[config.mk]
export PLATFORM = sky130hd
export DESIGN_NAME = rdc_device_flat
export DESIGN_NICKNAME = d
export VERILOG_FILES = /design/src/rdc_pkg.sv /design/src/rdc_if.sv /design/src/rdc_device.sv /design/src/flat_wrapper.sv
export VERILOG_INCLUDE_DIRS = /design/src
export SDC_FILE = /design/constraint.sdc
export NUM_CORES = 1
export LEC_CHECK = 0
export BUFFER_PORTS_ARGS = -buffer_cell sky130_fd_sc_hd__clkbuf_2
export CAP_MARGIN = 10
export CORE_MARGIN = 5
export CORE_UTILIZATION = 50
export DETAILED_ROUTE_END_ITERATION = 10
export PLACE_DENSITY = 0.73
export RECOVER_POWER = 25
export SLEW_MARGIN = 25
export SYNTH_ARGS = -nofsm -noshare
export SYNTH_HDL_FRONTEND = slang
export SYNTH_SLANG_ARGS = --single-unit
[constraint.sdc]
create_clock -name REF_CLK -period 2.98 [get_ports REF_CLK]
set_clock_uncertainty 0.15 [all_clocks]
set_input_delay 0.596 -clock REF_CLK [delete_from_list [all_inputs] [get_ports REF_CLK]]
set_output_delay 0.596 -clock REF_CLK [all_outputs]
set_load 0.02 [all_outputs]
[src/rdc_consts.svh]
// constants for the read response data check block
// assumes inclusion by the package and both ends
`ifndef RDC_CONSTS_SVH
`define RDC_CONSTS_SVH
//------------------------------------------------------------
// Notes on behaviour
//------------------------------------------------------------
// Notes on behaviour
// RULE1 - command bit five: good-data flag, active low
// RULE2 - command bit four: data-checking enable, agent driven
// RULE3 - bad flag on first word: bus error
// RULE4 - good-data flag ignored after first word
// RULE5 - first word parity bad: cache error, bit 26
// RULE6 - later bad parity stored, raised on access
// RULE7 - error pc and register locate the fault
// RULE8 - agent checking itself drives enable one
// RULE9 - enable one: parity generated, stored, checked
// RULE10 - agent may flag first word bad
// RULE11 - later word errors reported by interrupt
// RULE12 - agent may retry, valid only clean data
// RULE13 - no memory parity: enable one, flag zero
// RULE14 - stored parity tested on every cache read
// RULE15 - no parity check on command bus
// RULE16 - command parity ignored in slave state
//------------------------------------------------------------
`define RDC_DATA_W      64
`define RDC_CHK_W       8
`define RDC_CMD_W       9
`define RDC_GOOD_BIT    5
`define RDC_DCE_BIT     4
`define RDC_ERR_W       32
`define RDC_ERR_SRC_BIT 26
`define RDC_ERR_DATA_BIT 30
`define RDC_ERR_IDX_LSB 0
`define RDC_LINE_WORDS  4
`define RDC_WIDX_W      2
`define RDC_PC_W        32
`endif

[src/rdc_pkg.sv]
// types for the read response data check block
// assumes rdc_consts.svh on the include path
`include "rdc_consts.svh"
package rdc_pkg;
   typedef logic [`RDC_DATA_W-1:0] rdc_word_t;
   typedef logic [`RDC_CHK_W-1:0]  rdc_chk_t;
   typedef logic [`RDC_CMD_W-1:0]  rdc_cmd_t;
   typedef enum logic [1:0] {
      RDC_IDLE  = 2'b00,
      RDC_FIRST = 2'b01,
      RDC_REST  = 2'b11
   } rdc_state_t;
   typedef enum logic [1:0] {
      RDC_AG_IDLE = 2'b00,
      RDC_AG_WAIT = 2'b01,
      RDC_AG_SEND = 2'b11
   } rdc_ag_state_t;
   function automatic rdc_chk_t rdc_parity(input rdc_word_t w);
      rdc_chk_t p;
      p = '0;
      for (int i = 0; i < `RDC_CHK_W; i++) begin
         p[i] = ^w[i*8 +: 8];
      end
      return p;
   endfunction
endpackage

[src/rdc_if.sv]
// system bus link between processor end and external agent
// assumes one shared clock and reset
`timescale 1ns/1ps
interface rdc_if (input wire logic REF_CLK);
   import rdc_pkg::*;
   logic     read_req;
   logic     read_data_valid_in;
   rdc_word_t system_address_data_bus;
   rdc_chk_t bus_check_bits;
   rdc_cmd_t system_command_bus;
   logic     command_bus_parity;
   modport dev (input read_data_valid_in, system_address_data_bus,
                bus_check_bits, system_command_bus,
                command_bus_parity, output read_req);
   modport agent (output read_data_valid_in, system_address_data_bus,
                  bus_check_bits, system_command_bus,
                  command_bus_parity, input read_req);
endinterface

[src/rdc_device.sv]
// processor end: block read response checking and line cache
// assumes agent keeps its side; one clock
`timescale 1ns/1ps
`include "rdc_consts.svh"
module rdc_device
   import rdc_pkg::*;
(
   input  wire logic                   REF_CLK,
   input  wire logic                   RESET_N,
   rdc_if.dev                          LINK,
   input  wire logic                   FETCH,
   input  wire logic [`RDC_PC_W-1:0]   FETCH_PC,
   input  wire logic                   CACHE_RD,
   input  wire logic [`RDC_WIDX_W-1:0] CACHE_IDX,
   output logic                        READ_REQ,
   output logic                        BUS_ERR_EXC,
   output logic                        CACHE_ERR_EXC,
   output logic [`RDC_ERR_W-1:0]       CACHE_ERR_REG,
   output logic [`RDC_PC_W-1:0]        ERROR_RETURN_PC,
   output logic [`RDC_DATA_W-1:0]      CACHE_RD_DATA,
   output logic                        CACHE_RD_VALID,
   output logic                        LINE_DONE
);
   //------------------------------------------------------------
   // state
   //------------------------------------------------------------
   typedef struct packed {
      rdc_state_t                 st;
      logic [`RDC_WIDX_W-1:0]     widx;
      logic [`RDC_PC_W-1:0]       pc;
      logic                       req;
      logic                       bus_exc;
      logic                       cache_exc;
      logic [`RDC_ERR_W-1:0]      err;
      logic [`RDC_PC_W-1:0]       epc;
      logic [`RDC_DATA_W-1:0]     rd_data;
      logic                       rd_valid;
      logic                       done;
   } rdc_dev_t;
   rdc_dev_t s_r;
   rdc_dev_t s_nxt;
   rdc_word_t mem_data [`RDC_LINE_WORDS];
   rdc_chk_t  mem_par  [`RDC_LINE_WORDS];
   logic      wr_en;
   rdc_chk_t  wr_par;
   logic      good_n;
   logic      dce;
   logic      par_bad;
   logic      last_word;
   logic [`RDC_LINE_WORDS-1:0] ent_bad;
   // error register image: source flag plus word index
   function automatic logic [`RDC_ERR_W-1:0] err_word(
      input int unsigned            src_bit,
      input logic [`RDC_WIDX_W-1:0] idx);
      logic [`RDC_ERR_W-1:0] e;
      e = '0;
      e[src_bit] = 1'b1;
      e[`RDC_ERR_IDX_LSB +: `RDC_WIDX_W] = idx;
      return e;
   endfunction
   //------------------------------------------------------------
   // response decode
   //------------------------------------------------------------
   // command parity never looked at (see RULE15) (see RULE16)
   assign good_n  = LINK.system_command_bus[`RDC_GOOD_BIT]; // see RULE1
   assign dce     = LINK.system_command_bus[`RDC_DCE_BIT];  // see RULE2
   assign par_bad = rdc_parity(LINK.system_address_data_bus)
                    != LINK.bus_check_bits;
   // enable one: internal parity, else bus parity kept (see RULE9)
   assign wr_par  = dce ? rdc_parity(LINK.system_address_data_bus)
                        : LINK.bus_check_bits; // see RULE6
   assign last_word = s_r.widx == `RDC_WIDX_W'(`RDC_LINE_WORDS - 1);
   always_comb begin
      wr_en = 1'b0;
      if (LINK.read_data_valid_in) begin
         unique case (s_r.st)
            RDC_FIRST: wr_en = !good_n;
            RDC_REST:  wr_en = 1'b1; // see RULE4
            default:   wr_en = 1'b0;
         endcase
      end
   end
   //------------------------------------------------------------
   // next state
   //------------------------------------------------------------
   always_comb begin
      s_nxt           = s_r;
      s_nxt.bus_exc   = 1'b0;
      s_nxt.cache_exc = 1'b0;
      s_nxt.rd_valid  = 1'b0;
      s_nxt.done      = 1'b0;
      unique case (s_r.st)
         RDC_IDLE: begin
            if (FETCH) begin
               s_nxt.req  = 1'b1;
               s_nxt.pc   = FETCH_PC;
               s_nxt.widx = '0;
               s_nxt.st   = RDC_FIRST;
            end
         end
         RDC_FIRST: begin
            s_nxt.req = 1'b0;
            if (LINK.read_data_valid_in) begin
               if (good_n) begin
                  s_nxt.bus_exc = 1'b1; // see RULE3
                  s_nxt.epc     = s_r.pc;
                  s_nxt.st      = RDC_IDLE;
               end else begin
                  if (!dce && par_bad) begin
                     s_nxt.cache_exc = 1'b1; // see RULE5
                     s_nxt.err = err_word(`RDC_ERR_SRC_BIT, '0);
                     s_nxt.epc = s_r.pc; // see RULE7
                  end
                  s_nxt.widx = s_r.widx + 1'b1;
                  s_nxt.st   = RDC_REST;
               end
            end
         end
         RDC_REST: begin
            if (LINK.read_data_valid_in) begin
               s_nxt.widx = s_r.widx + 1'b1;
               if (last_word) begin
                  s_nxt.done = 1'b1;
                  s_nxt.st   = RDC_IDLE;
               end
            end
         end
         default: s_nxt.st = RDC_IDLE;
      endcase
      if (CACHE_RD) begin
         s_nxt.rd_data  = mem_data[CACHE_IDX];
         s_nxt.rd_valid = 1'b1;
         if (ent_bad[CACHE_IDX]) begin // see RULE14
            s_nxt.cache_exc = 1'b1; // see RULE6
            s_nxt.err = err_word(`RDC_ERR_DATA_BIT, CACHE_IDX); // see RULE7
            s_nxt.epc = s_r.pc;
         end
      end
   end
   //------------------------------------------------------------
   // registers
   //------------------------------------------------------------
   always_ff @(posedge REF_CLK or negedge RESET_N) begin
      if (!RESET_N) begin
         s_r <= '{st: RDC_IDLE, default: '0};
      end else begin
         s_r <= s_nxt;
      end
   end
   //------------------------------------------------------------
   // cache array, one entry per word
   //------------------------------------------------------------
   for (genvar g = 0; g < `RDC_LINE_WORDS; g++) begin : g_ent
      logic ent_wr;
      assign ent_wr = wr_en && (s_r.widx == `RDC_WIDX_W'(g));
      always_ff @(posedge REF_CLK) begin
         if (ent_wr) begin
            mem_data[g] <= LINK.system_address_data_bus;
            mem_par[g]  <= wr_par; // see RULE6
         end
      end
      // stored parity tested on each read (see RULE14)
      assign ent_bad[g] = rdc_parity(mem_data[g]) != mem_par[g];
   end
   //------------------------------------------------------------
   // outputs
   //------------------------------------------------------------
   assign LINK.read_req   = s_r.req;
   assign READ_REQ        = s_r.req;
   assign BUS_ERR_EXC     = s_r.bus_exc;
   assign CACHE_ERR_EXC   = s_r.cache_exc;
   assign CACHE_ERR_REG   = s_r.err;
   assign ERROR_RETURN_PC = s_r.epc;
   assign CACHE_RD_DATA   = s_r.rd_data;
   assign CACHE_RD_VALID  = s_r.rd_valid;
   assign LINE_DONE       = s_r.done;
endmodule

[src/flat_wrapper.sv]
// flat-port wrapper written by rule: the top's interface ports become plain ports
module rdc_device_flat import rdc_pkg::*;
  (REF_CLK, RESET_N, FETCH, FETCH_PC, CACHE_RD, CACHE_IDX, READ_REQ, BUS_ERR_EXC, CACHE_ERR_EXC, CACHE_ERR_REG, ERROR_RETURN_PC, CACHE_RD_DATA, CACHE_RD_VALID, LINE_DONE, LINK_read_data_valid_in, LINK_system_address_data_bus, LINK_bus_check_bits, LINK_system_command_bus, LINK_command_bus_parity, LINK_read_req);
  rdc_if LINK_i (.REF_CLK(REF_CLK));
  input  wire logic REF_CLK;
  input  wire logic RESET_N;
  input  wire logic FETCH;
  input  wire logic [`RDC_PC_W-1:0] FETCH_PC;
  input  wire logic CACHE_RD;
  input  wire logic [`RDC_WIDX_W-1:0] CACHE_IDX;
  output logic READ_REQ;
  output logic BUS_ERR_EXC;
  output logic CACHE_ERR_EXC;
  output logic [`RDC_ERR_W-1:0] CACHE_ERR_REG;
  output logic [`RDC_PC_W-1:0] ERROR_RETURN_PC;
  output logic [`RDC_DATA_W-1:0] CACHE_RD_DATA;
  output logic CACHE_RD_VALID;
  output logic LINE_DONE;
  input wire logic [$bits(LINK_i.read_data_valid_in)-1:0] LINK_read_data_valid_in;
  input wire logic [$bits(LINK_i.system_address_data_bus)-1:0] LINK_system_address_data_bus;
  input wire logic [$bits(LINK_i.bus_check_bits)-1:0] LINK_bus_check_bits;
  input wire logic [$bits(LINK_i.system_command_bus)-1:0] LINK_system_command_bus;
  input wire logic [$bits(LINK_i.command_bus_parity)-1:0] LINK_command_bus_parity;
  output wire logic [$bits(LINK_i.read_req)-1:0] LINK_read_req;
  assign LINK_i.read_data_valid_in = LINK_read_data_valid_in;
  assign LINK_i.system_address_data_bus = LINK_system_address_data_bus;
  assign LINK_i.bus_check_bits = LINK_bus_check_bits;
  assign LINK_i.system_command_bus = LINK_system_command_bus;
  assign LINK_i.command_bus_parity = LINK_command_bus_parity;
  assign LINK_read_req = LINK_i.read_req;
  rdc_device u_core (.REF_CLK(REF_CLK), .RESET_N(RESET_N), .LINK(LINK_i), .FETCH(FETCH), .FETCH_PC(FETCH_PC), .CACHE_RD(CACHE_RD), .CACHE_IDX(CACHE_IDX), .READ_REQ(READ_REQ), .BUS_ERR_EXC(BUS_ERR_EXC), .CACHE_ERR_EXC(CACHE_ERR_EXC), .CACHE_ERR_REG(CACHE_ERR_REG), .ERROR_RETURN_PC(ERROR_RETURN_PC), .CACHE_RD_DATA(CACHE_RD_DATA), .CACHE_RD_VALID(CACHE_RD_VALID), .LINE_DONE(LINE_DONE));
endmodule
# Word level (Yosys, flattened, before mapping)

Memory sizes are Yosys's and may differ from the RTL's.
Cells that the tools add are included.
Widths: inputs -> output; s select.

Bits in registers: 169
RAM bits: 288
Input bits: 121
Output and inout port bits: 134
Logic and storage cells: 142
Memories kept: 2

$add $sub $neg: 1
$lt $le $gt $ge: 1
Equality and inequality tests: 15
Mux-type cells: 51
Reduce and logical (&&, ||, !) cells: 61

Memory list:

| memory          | depth | bits a word | rd ports | clocked after Yosys merged registers in | wr ports | line             | text |
|---|---|---|---|---|---|---|---|
| u_core.mem_data | 4     | 64          | 5        | 0                                       | 1        | rdc_device.sv:42 | `` rdc_word_t mem_data [`RDC_LINE_WORDS]; `` |
| u_core.mem_par  | 4     | 8           | 4        | 0                                       | 1        | rdc_device.sv:43 | `` rdc_chk_t mem_par [`RDC_LINE_WORDS]; `` |

Operator list:

| kind               | number |
|---|---|
| $reduce_xor 8->1   | 40 |
| $mux 64            | 3 |
| $reduce_or 64->1   | 3 |
| $mux 66            | 2 |
| $mux 130           | 1 |
| $mux 65            | 2 |
| $ne 8x8->1         | 5 |
| $mux 37            | 1 |
| $mux 33            | 1 |
| $mux 32            | 1 |
| $mux 8             | 4 |
| $reduce_or 8->1    | 3 |
| $mux 1             | 20 |
| $mux 2             | 9 |
| $pmux 2 s3         | 2 |
| $mux 4             | 2 |
| $ne 2x2->1 const B | 4 |
| $eq 2x2->1 const B | 3 |
| $logic_and 1x1->1  | 5 |
| $reduce_and 5->1   | 1 |
| $eq 2x1->1 const B | 2 |
| $logic_not 2->1    | 2 |
| $pmux 1 s2         | 2 |
| $reduce_and 2->1   | 2 |
| other kinds (8)    | 9 |

# Logic depth before layout (Yosys ltp)

Gate-level depths: netlist of run 1.

Word-level depth: 10
Depth in mapped cells: 9
Gate-level depth less buffers: 8

# Worst setup path after synthesis of run 1

No wires, ideal clock.

Kind: in2reg
From: input LINK_system_command_bus[5]
To: memory u_core.mem_data[0][0] in the netlist's numbering (enable)
Library setup time: 0.438 ns
Arrival: 2.710 ns
Required time: 2.392 ns
Path slack: -0.318 ns
Stages on the path: 3
Buffers on the path: 0
Cells stage by stage: nand2b_1 nor2b_1 and2_1

Elaborated cells on any way between the ends: 24
Classes of those cells: 16 x mux; 8 x reduce/logical

RTL lines:

| what                           | line               | text |
|---|---|---|
| from (decl)                    | flat_wrapper.sv:22 | `input wire logic [$bits(LINK_i.system_command_bus)-1:0] LINK_system_command_bus;` |
| $logic_not 1->1                | rdc_device.sv:77   | `RDC_FIRST: wr_en = !good_n;` |
| $pmux 1 s2                     | rdc_device.sv:76   | `unique case (s_r.st)` |
| $mux 1                         | rdc_device.sv:75   | `if (LINK.read_data_valid_in) begin` |
| $logic_and 1x1->1              | rdc_device.sv:155  | `` assign ent_wr = wr_en && (s_r.widx == `RDC_WIDX_W'(g)); `` |
| net u_core.g_ent[0].ent_wr     | rdc_device.sv:154  | `logic ent_wr;` |
| $mux 1                         | rdc_device.sv:157  | `if (ent_wr) begin` |
| $mux 1 (not written as such)   | rdc_device.sv:158  | `mem_data[g] <= LINK.system_address_data_bus;` |
| $mux 1 (no line) (3 in series) | -                  |  |
| to (decl)                      | rdc_device.sv:42   |  |

The timed path passes the listed nets, and every way through them passes these cells.

==> run metrics, run 1 <==
result of the run=finished, violations left; violations in the final reports=setup timing; Post-synth EDFFs=288; CTS tree=yes; Post-Synthesis Cells=~1200; floorplan die area=45100 um^2; CORE AREA=40600 um^2; worst-path maximum fanout=8; part of the Yosys area used for sequential elements=62.9%; final hold violation count=0; Period Utilization, post-route=104%; path type of the worst setup path=reg -> reg; final setup vio count=between 60 and 70; Worst Setup End Kind=flop; number of rows in the core area=74; number of DRC violations after detailed routing=0; Final GP Congestion=~0.77; largest net degree at the start of global routing=67; remaining max-slew budget at the tightest pin=between 60% and 70%; width of the die=212 um; count of input and output buffers=246; number of clock sinks seen by CTS=around 460; clock slew at reported path FFs=roughly 0.060 ns; Final #Nets=approximately 1600; commonest register cell after synthesis=edfxtp_1; fraction of final layout cells with drive strength greater than 1=between 30% and 40%; via count=approximately 11000; placed insts=just under 2000; Worst Path Required=3.28 ns; final setup TNS=-4.00 ns; number of max-slew violations in the final report=0; min cycle time layout=slightly above 3 ns; global-route wire length before repair=around 66000 um; fraction of synthesis flops using an asynchronous set or reset pin=a little under two fifths; Congestion Overflow GR=0; initial antenna violation count=4; most common library cell in the layout ignoring fill and taps=edfxtp_1; Num CTS Buffers=47; setup slack of the most critical reg-to-reg path=-0.12 ns; CTS H-Tree Depth=2; synth warn=0; placed cell area=between 20000 and 25000 um^2; largest voltage drop on the vdd net=443 uV; vias per inst=approximately 5; Setup WS pre-CTS=-0.347 ns; average wire length per cell after detail routing=21.4 um; highest clock rate=around 320 MHz; clock network latency to the later pin of the worst-skew pair=~0.58 ns; All-Layer GR Usage=about a fifth; crit path setup slack, layout=-0.117 ns; Max Buffers Root-to-Sink=3; dominant cell type by area after synthesis=edfxtp_1; root buffer cell=clkbuf_16; final antenna-violating net count=0; slew of the pin with the lowest slew margin=a little under 0.6 ns; mean post-synth cell area=roughly 17 um^2; power density of the placed cells=roughly 800 nW/um^2; Detailed Route Iter0 Violations=between 800 and 900; most used cells in the layout excluding fill and tap cells=edfxtp_1 (288), xnor2_1 (220), clkbuf_2 (180); number of max-cap violations=0; post-detailed-routing wire length=about 44000 um; synthesized net count=1350; Critical Path Start Type=flop; effective utilization at floorplan=about half; synth top area cells=edfxtp_1 (42%), dfrtp_1 (21%), xnor2_1 (9.8%), mux4_2 (7.0%), mux2_2 (5.4%); RSZ-0062 raised after global routing=true; Finished Layout Cells=2048; detailed-router iteration count before antenna repair=5; io pins=255; top-area cell type share of the netlist area=a little over two fifths; total half-perimeter wirelength after legalization and detailed placement=30100 um; number of fillers in the final layout=3150; die span in y=212 um; via count of the first global-routing pass=~11000; worst hold slack=about 0.091 ns; CP Data Arrival Time=roughly 3.4 ns; area of all placed cells without fillers=23800 um^2; Layout area overhead=16.3%; Leakage Power=approximately 0.009 uW; number of unique standard cell types used by synthesis=38; mapped cell area=20500 um^2; Hold Path Class=in -> reg; register bit total from synthesis=around 460
[routing by layer]
layer	share of wire (%)	vias up	track usage, %
met1	41	5351	25.7
met4	1.7	6	4.46
met3	7.2	58	4.84
li1	-	4775	-
met2	50	321	32.1
met5	0.059	-	0
[registers in the layout, indices dropped and copies added, names as in the netlist]
register,flops
u_core.BUS_ERR_EXC,1
u_core.CACHE_ERR_EXC,1
u_core.CACHE_ERR_REG,32
u_core.CACHE_RD_DATA,64
u_core.CACHE_RD_VALID,1
u_core.ERROR_RETURN_PC,32
u_core.LINE_DONE,1
u_core.LINK.read_req,1
u_core.mem_data,256
u_core.mem_par,32
u_core.s_r,36
[through the flow]
step | util (%) | power, uW
6_report | 58.6 | 19300
2_1_floorplan | - | 12100
3_3_place_gp | 54.7 | 13300
3_5_place_dp | 54.7 | 13500
4_1_cts | 58.7 | 19400
5_1_grt | 58.6 | 20200
[final cells by class]
class                      count  area (um^2)  area share (%)
sequential                   457        12900            54.1
multi-input combinational    600         6650            27.9
tap                          532          666            2.80
clock inverter                13          155           0.652
antenna                        1         2.50          0.0105
clock buffer                  75         1400            5.89
inverter                       6         22.5          0.0946
timing repair buffer         364         2030            8.54
[repair_timing]
item	in CTS	in global routing
gates resized for setup	10	43
pin swaps	0	25
gates cloned	1	5
hold buffers	1	0
setup buffers	0	3
setup endpoints to repair	62	62
endpoints found under the hold margin	43	0
[worst paths after layout]
check	endpoint	cells after the start	startpoint
max	u_core.ERROR_RETURN_PC[7]	11	u_core.mem_data[0][2]
min	u_core.s_r[167]	2	LINK_read_data_valid_in
max reg2reg	u_core.ERROR_RETURN_PC[7]	11	u_core.mem_data[0][2]
min reg2reg	u_core.ERROR_RETURN_PC[13]	1	u_core.s_r[146]
max in group asynchronous	u_core.CACHE_RD_DATA[1]	3	RESET_N
min in group asynchronous	u_core.CACHE_ERR_REG[24]	2	RESET_N
[Yosys cell counts, drive strengths merged (2+ instances only)]
library cell and n:
clkbuf 18, nor4 3, nor2 14, nand2b 2, mux2 129, inv 6
xnor2 228, nand2 8, nor3 2, buf 144, and2 33, a31oi 2
mux4 64, ha 4, a22o 2, o41ai 2, a21oi 11, dfrtp 169
xor2 60, nor2b 2, nand4 4, xnor3 19, edfxtp 288, o21ai 2
[cell families after synthesis]
group                    share of synthesized area, %
XOR/XNOR                                         14.4
buffers and inverters                            5.55
AO/OA/AOI/OAI                                   0.752
AND/OR/NAND/NOR                                  1.96
flip-flops                                       62.9
multiplexers                                     14.2
adder cells (fa/ha/maj)                         0.244
[critical path, cell delays in order, from the launching register on]
cell and delay [ns]:
edfxtp_1 0.42, xor2_2 0.20, xnor3_1 0.44, xnor2_1 0.17, buf_4 0.13, nand4_1 0.16, nor4b_2 0.36, a31oi_2 0.12
a21oi_4 0.19, buf_12 0.14, clkbuf_16 0.16, mux2_1 0.33
[power by group]
part	total (uW)	leakage (uW)	internal, uW	switching [uW]
sequential	8540	0.00467	7960	583
combinational	4910	0.00361	2330	2580
clock	5830	0.000760	3490	2350
(Power assumes the default switching activity.)
==> run 2, diff against run 1 <==
Settings changed: CORE_UTILIZATION 50 to 41, PLACE_DENSITY 0.73 to default.
==> run 2 against run 1 <==
Compared with the run above: routed wire length is 5.9% higher; hold slack better by 0.010 ns; clock-buffer cell count is 14 lower; total power grew 2.3%; the flow finishes with violations (capacitance limit, slew limit, setup timing); non-clock buffer count up 7; critical endpoint is now u_core.ERROR_RETURN_PC[3].
==> run metrics, run 2 (synthesis gave the netlist of run 1 again) <==
RSZ-0062 raised after global routing=true (unchanged); Period Utilization, post-route=105% (was 104%); initial antenna violation count=4 (unchanged); most common library cell in the layout ignoring fill and taps=edfxtp_1 (unchanged); root buffer cell=clkbuf_16 (unchanged); final setup TNS=-4.84 ns (was -4.00 ns); number of fillers in the final layout=4250 (was 3150); clock network latency to the later pin of the worst-skew pair=0.58 ns (about the same); width of the die=233 um (was 212 um); highest clock rate=320 MHz (was 323 MHz); CTS H-Tree Depth=2 (unchanged); Critical Path Start Type=flop (unchanged); Leakage Power=0.00915 uW (was 0.00904 uW); number of DRC violations after detailed routing=0 (unchanged); effective utilization at floorplan=41.7% (was 50.4%); global-route wire length before repair=69500 um (was 65800 um); detailed-router iteration count before antenna repair=4 (was 5); Worst Setup End Kind=flop (unchanged); number of clock sinks seen by CTS=457 (unchanged); part of the power in combinational logic=26.5% (was 25.5%); Finished Layout Cells=2188 (was 2048); Layout area overhead=18.0% (was 16.3%); die span in y=233 um (was 212 um); worst-path maximum fanout=8 (unchanged); vias per inst=4.78 (was 5.13); Final GP Congestion=0.767 (about the same); via count of the first global-routing pass=11500 (was 11400); final setup vio count=53 (was 61); multi-input combinational cell area=6680 um^2 (was 6650 um^2); CP Data Arrival Time=3.42 ns (was 3.39 ns); via count=10500 (about the same); number of max-slew violations in the final report=21 (was 0); Congestion Overflow GR=0 (unchanged); CORE AREA=49200 um^2 (was 40600 um^2); path type of the worst setup path=reg -> reg (unchanged); slew of the pin with the lowest slew margin=1.55 ns (was 0.579 ns); placed cell area=22400 um^2 (was 22200 um^2); remaining max-slew budget at the tightest pin=-3.17% (was 61.4%); post-detailed-routing wire length=46400 um (was 43800 um); part of the power in registers=43.4% (was 44.3%); cell internal pwr=14000 uW (was 13800 uW); switching component of the power=5720 uW (was 5510 uW); Worst Path Required=3.28 ns (about the same); CTS tree=yes (unchanged); Clk pwr share=30.1% (was 30.3%); register ranked first by flip-flop count=u_core.mem_data (unchanged); crit path setup slack, layout=-0.148 ns (was -0.117 ns); All-Layer GR Usage=16.9% (was 19.2%); average wire length per cell after detail routing=21.2 um (was 21.4 um); final antenna-violating net count=0 (unchanged); placed insts=2082 (was 1950); net switching fraction of the power=29.0% (was 28.6%); count of input and output buffers=246 (unchanged); Hold Path Class=in -> reg (unchanged); Max Buffers Root-to-Sink=3 (unchanged); largest net degree at the start of global routing=64 (was 67); floorplan die area=54500 um^2 (was 45100 um^2); largest voltage drop on the vdd net=418 uV (was 443 uV); number of max-cap violations=1 (was 0); fraction of final layout cells with drive strength greater than 1=34.8% (was 34.3%); Largest register FFs=256 (unchanged); violations in the final reports=capacitance limit, slew limit, setup timing (was setup timing); Setup WS pre-CTS=-0.410 ns (was -0.347 ns); most used cells in the layout excluding fill and tap cells=edfxtp_1 (288), xnor2_1 (221), clkbuf_2 (180) (was edfxtp_1 (288), xnor2_1 (220), clkbuf_2 (180)); Detailed Route Iter0 Violations=559 (was 832); number of rows in the core area=81 (was 74); io pins=255 (unchanged); power density of the placed cells=816 nW/um^2 (was 810 nW/um^2); Num CTS Buffers=47 (unchanged); clock slew at reported path FFs=0.06 ns (about the same); min cycle time layout=3.13 ns (was 3.10 ns); final hold violation count=0 (unchanged); area of all placed cells without fillers=24200 um^2 (was 23800 um^2); result of the run=finished, violations left (unchanged); total half-perimeter wirelength after legalization and detailed placement=32100 um (was 30100 um); Sequential Area=12900 um^2 (unchanged); Final #Nets=1608 (was 1601)
-- run 2: cell count changes in the layout (fill, tap and decap cells not counted), moves of 5 or more --
cell,change
and2_1,+18
and2_4,-18
buf_4,+5
buf_6,-5
clkbuf_1,-9
clkinv_2,+7
mux2_1,-16
mux2_4,+15
-- run 2: worst paths after layout --
check                                         from                         to  slack, ns  cells after the start
setup / recovery            u_core.mem_data[0][39]  u_core.ERROR_RETURN_PC[3]      -0.15                     11
hold / removal             LINK_read_data_valid_in            u_core.s_r[167]       0.10                      2
setup reg to reg            u_core.mem_data[0][39]  u_core.ERROR_RETURN_PC[3]      -0.15                     11
hold reg to reg            u_core.CACHE_ERR_REG[3]    u_core.CACHE_ERR_REG[3]       0.33                      1
max in group asynchronous                  RESET_N    u_core.CACHE_RD_DATA[1]       1.48                      3
min in group asynchronous                  RESET_N   u_core.CACHE_ERR_REG[24]       0.44                      2
-- run 2: critical path, stage by stage (launching register included) --
cell and delay (ns):
edfxtp_1 0.40, xnor2_1 0.20, xnor3_1 0.47, xnor2_1 0.16, buf_4 0.14, nand4_1 0.17, nor4b_4 0.34, a31oi_4 0.08
a21oi_4 0.26, buf_12 0.15, buf_12 0.14, mux2_1 0.33
-- run 2: final cells by class --
cell class	instances	share of cell area, %
Clock inverter	26	1.14
Clock buffer	61	5.38
Tap cell	664	3.44
Timing Repair Buffer	371	9.01
Sequential cell	457	53.3
Inverter	6	0.0932
Multi-Input combinational cell	600	27.6
Antenna cell	3	0.0311
-- run 2: routing by layer --
metal  global-route usage [%]  vias to the layer above  share of wire (%)
met5                        0                        -              0.028
met4                     4.02                        2                1.9
li1                         -                     4809                  -
met2                     28.6                      254                 50
met3                     3.83                       52                5.6
met1                     22.5                     5349                 43
-- run 2: per-stage QoR --
stage / hold slack [ns] / power [uW] / utilization, %
floorplan: 0.150 / 12100 / -
global placement: 0.308 / 13500 / 45.6
detailed placement: 0.319 / 13600 / 45.6
CTS: 0.0548 / 19900 / 49.5
global route: 0.0762 / 20600 / 49.2
finish: 0.101 / 19700 / 49.2
-- run 2: power by group through the flow --
stage	Clock, uW	Sequential, uW	Combinational [uW]
final	5940	8560	5220
after global placement	0	8610	4850
after detailed placement	0	8680	4890
after floorplan	0	8490	3610
after CTS	6110	8570	5240
after global routing	6380	8680	5580
-- run 2: timing repair --
item	in CTS	in global routing
endpoints found under the hold margin	59	0
resized for setup	34	11
cloned	4	1
buffers inserted	8	3
pin swaps	7	17
hold buffers	1	0
setup endpoints to repair	62	63
==> run 3, diff against run 2 <==
Settings changed: PLACE_DENSITY_LB_ADDON from default to 0.05.
==> run 3 against run 2 <==
Compared with the run above: the flow finishes with violations (setup timing); clock-buffer cell count up 15; clock power up 2%; total power up 0.40%; final cell count up 0.32%; utilization up 0.12 points; sequential cell count unchanged; non-clock buffer count unchanged; register-to-register slack better by 0.04 ns.
==> run metrics, run 3 (synthesis gave the netlist of run 1 again) <==
violations in the final reports=setup timing (was capacitance limit, slew limit, setup timing); final hold violation count=0 (unchanged); power density of the placed cells=817 nW/um^2 (was 816 nW/um^2); most used cells in the layout excluding fill and tap cells=edfxtp_1 (288), xnor2_1 (222), clkbuf_2 (180) (was edfxtp_1 (288), xnor2_1 (221), clkbuf_2 (180)); Num CTS Buffers=50 (was 47); average wire length per cell after detail routing=21.2 um (about the same); launch point of the worst path=u_core.mem_data[0][34] (was u_core.mem_data[0][39]); CORE AREA=49200 um^2 (unchanged); number of clock sinks seen by CTS=457 (unchanged); worst-path maximum fanout=8 (unchanged); number of max-cap violations=0 (was 1); instance count along the most critical hold path=2 (unchanged); via count=10400 (was 10500); Worst R2R Start=u_core.mem_data[0][34] (was u_core.mem_data[0][39]); Layout area overhead=18.3% (was 18.0%); Period Utilization, post-route=104% (was 105%); die span in y=233 um (unchanged); Worst Setup End Kind=flop (unchanged); detailed-router iteration count before antenna repair=4 (unchanged); post-detailed-routing wire length=46500 um (was 46400 um); Congestion Overflow GR=0 (unchanged); highest clock rate=324 MHz (was 320 MHz); CTS tree=yes (unchanged); Final GP Congestion=0.736 (was 0.767); Final #Nets=1611 (was 1608); register ranked first by flip-flop count=u_core.mem_data (unchanged); placed insts=2089 (was 2082); CP Data Arrival Time=3.39 ns (was 3.42 ns); largest net degree at the start of global routing=66 (was 64); effective utilization at floorplan=41.7% (unchanged); clock network latency to the later pin of the worst-skew pair=0.59 ns (was 0.58 ns); via count of the first global-routing pass=11300 (was 11500); vias per inst=4.73 (was 4.78); RSZ-0062 raised after global routing=true (unchanged); largest voltage drop on the vdd net=387 uV (was 418 uV); floorplan die area=54500 um^2 (unchanged); path type of the worst setup path=reg -> reg (unchanged); remaining max-slew budget at the tightest pin=53.6% (was -3.17%); total chip power=19800 uW (was 19700 uW); Detailed Route Iter0 Violations=481 (was 559); final antenna-violating net count=0 (unchanged); reg2reg path depth=10 (was 11); Finished Layout Cells=2195 (was 2188); result of the run=finished, violations left (unchanged); crit path setup slack, layout=-0.111 ns (was -0.148 ns); final setup TNS=-4.24 ns (was -4.84 ns); slew of the pin with the lowest slew margin=0.696 ns (was 1.55 ns); area of all placed cells without fillers=24200 um^2 (about the same); most common library cell in the layout ignoring fill and taps=edfxtp_1 (unchanged); number of fillers in the final layout=4294 (was 4250); count of input and output buffers=246 (unchanged); Worst Path Required=3.28 ns (about the same); io pins=255 (unchanged); initial antenna violation count=5 (was 4); total half-perimeter wirelength after legalization and detailed placement=31800 um (was 32100 um); Sequential Area=12900 um^2 (unchanged); width of the die=233 um (unchanged); Leakage Power=0.00917 uW (was 0.00915 uW); min cycle time layout=3.09 ns (was 3.13 ns); Max Buffers Root-to-Sink=3 (unchanged); worst hold slack=0.0851 ns (was 0.101 ns); number of rows in the core area=81 (unchanged); All-Layer GR Usage=16.9% (about the same); Critical Path Start Type=flop (unchanged); multi-input combinational cell area=6710 um^2 (was 6680 um^2); Largest register FFs=256 (unchanged); root buffer cell=clkbuf_16 (unchanged); placed cell area=22500 um^2 (was 22400 um^2); fraction of final layout cells with drive strength greater than 1=35.5% (was 34.8%); final setup vio count=61 (was 53); CTS H-Tree Depth=2 (unchanged); Hold Path Class=in -> reg (unchanged); clock slew at reported path FFs=0.06 ns (about the same); global-route wire length before repair=69300 um (was 69500 um); number of DRC violations after detailed routing=0 (unchanged); min-delay src=LINK_read_data_valid_in (unchanged); number of max-slew violations in the final report=0 (was 21)
## run 3: cell count changes in the layout (fill, tap and decap cells not counted), moves of 2 or more
| cell | change |
|---|---|
| and2_4 | +15 |
| buf_12 | -3 |
| clkinv_2 | -5 |
| nor4_2 | +2 |
| clkbuf_1 | +11 |
| and2_1 | -15 |
| clkbuf_16 | +7 |
| bufinv_16 | -2 |
| nor4_1 | -2 |
## run 3: final timing paths
kind	endpoint	slack, ns
max reg2reg	u_core.ERROR_RETURN_PC[18]	-0.11
max	u_core.ERROR_RETURN_PC[18]	-0.11
min reg2reg	u_core.ERROR_RETURN_PC[15]	0.33
min	u_core.s_r[167]	0.09
max in group asynchronous	u_core.ERROR_RETURN_PC[23]	1.61
min in group asynchronous	u_core.CACHE_ERR_REG[27]	0.36
## run 3: critical path, cell delays in order, from the launching register on
cell and delay, ns:
edfxtp_1 0.42, xor2_1 0.20, xnor3_2 0.49, xnor2_2 0.23
nand4_1 0.14, nor4b_2 0.33, a31oi_2 0.13, a21oi_4 0.21
buf_12 0.16, clkbuf_16 0.17, mux2_1 0.32
## run 3: stage by stage
step / utilization [%] / worst slack (ns)
finish: 49.3 / -0.111
global route: 49.3 / -0.229
CTS: 49.5 / -0.162
detailed placement: 45.7 / -0.563
global placement: 45.7 / -0.516
floorplan: - / 0.192
## run 3: cell type report
class	count	share of cell area, %
well taps	664	3.43
diodes	3	0.0310
flip-flops and latches	457	53.2
clock inverters	18	0.708
repair buffers	371	8.91
clock buffers	76	6.00
multi-input cells	600	27.7
inverters	6	0.0930
## run 3: routing by layer
layer / part of all wire (%) / vias to the layer above / wire length, um / GRT usage [%]
li1: - / 4809 / - / -
met1: 43 / 5254 / 19800 / 22.8
met5: 0.058 / - / 27 / 0
met3: 5.8 / 69 / 2710 / 3.28
met4: 2.2 / 4 / 1010 / 4.86
met2: 49 / 240 / 22900 / 28.0
## run 3: what timing repair did
action	CTS	global route
buffers inserted	1	2
gates resized for setup	27	32
hold endpoints to repair	41	0
gates cloned	2	4
endpoints found under the setup margin	62	62
hold buffers	1	0
pin swaps	4	17
## run 3: power by group
part | switching, uW | internal [uW]
sequential | 572 | 7960
clock | 2460 | 3620
combinational | 2670 | 2530
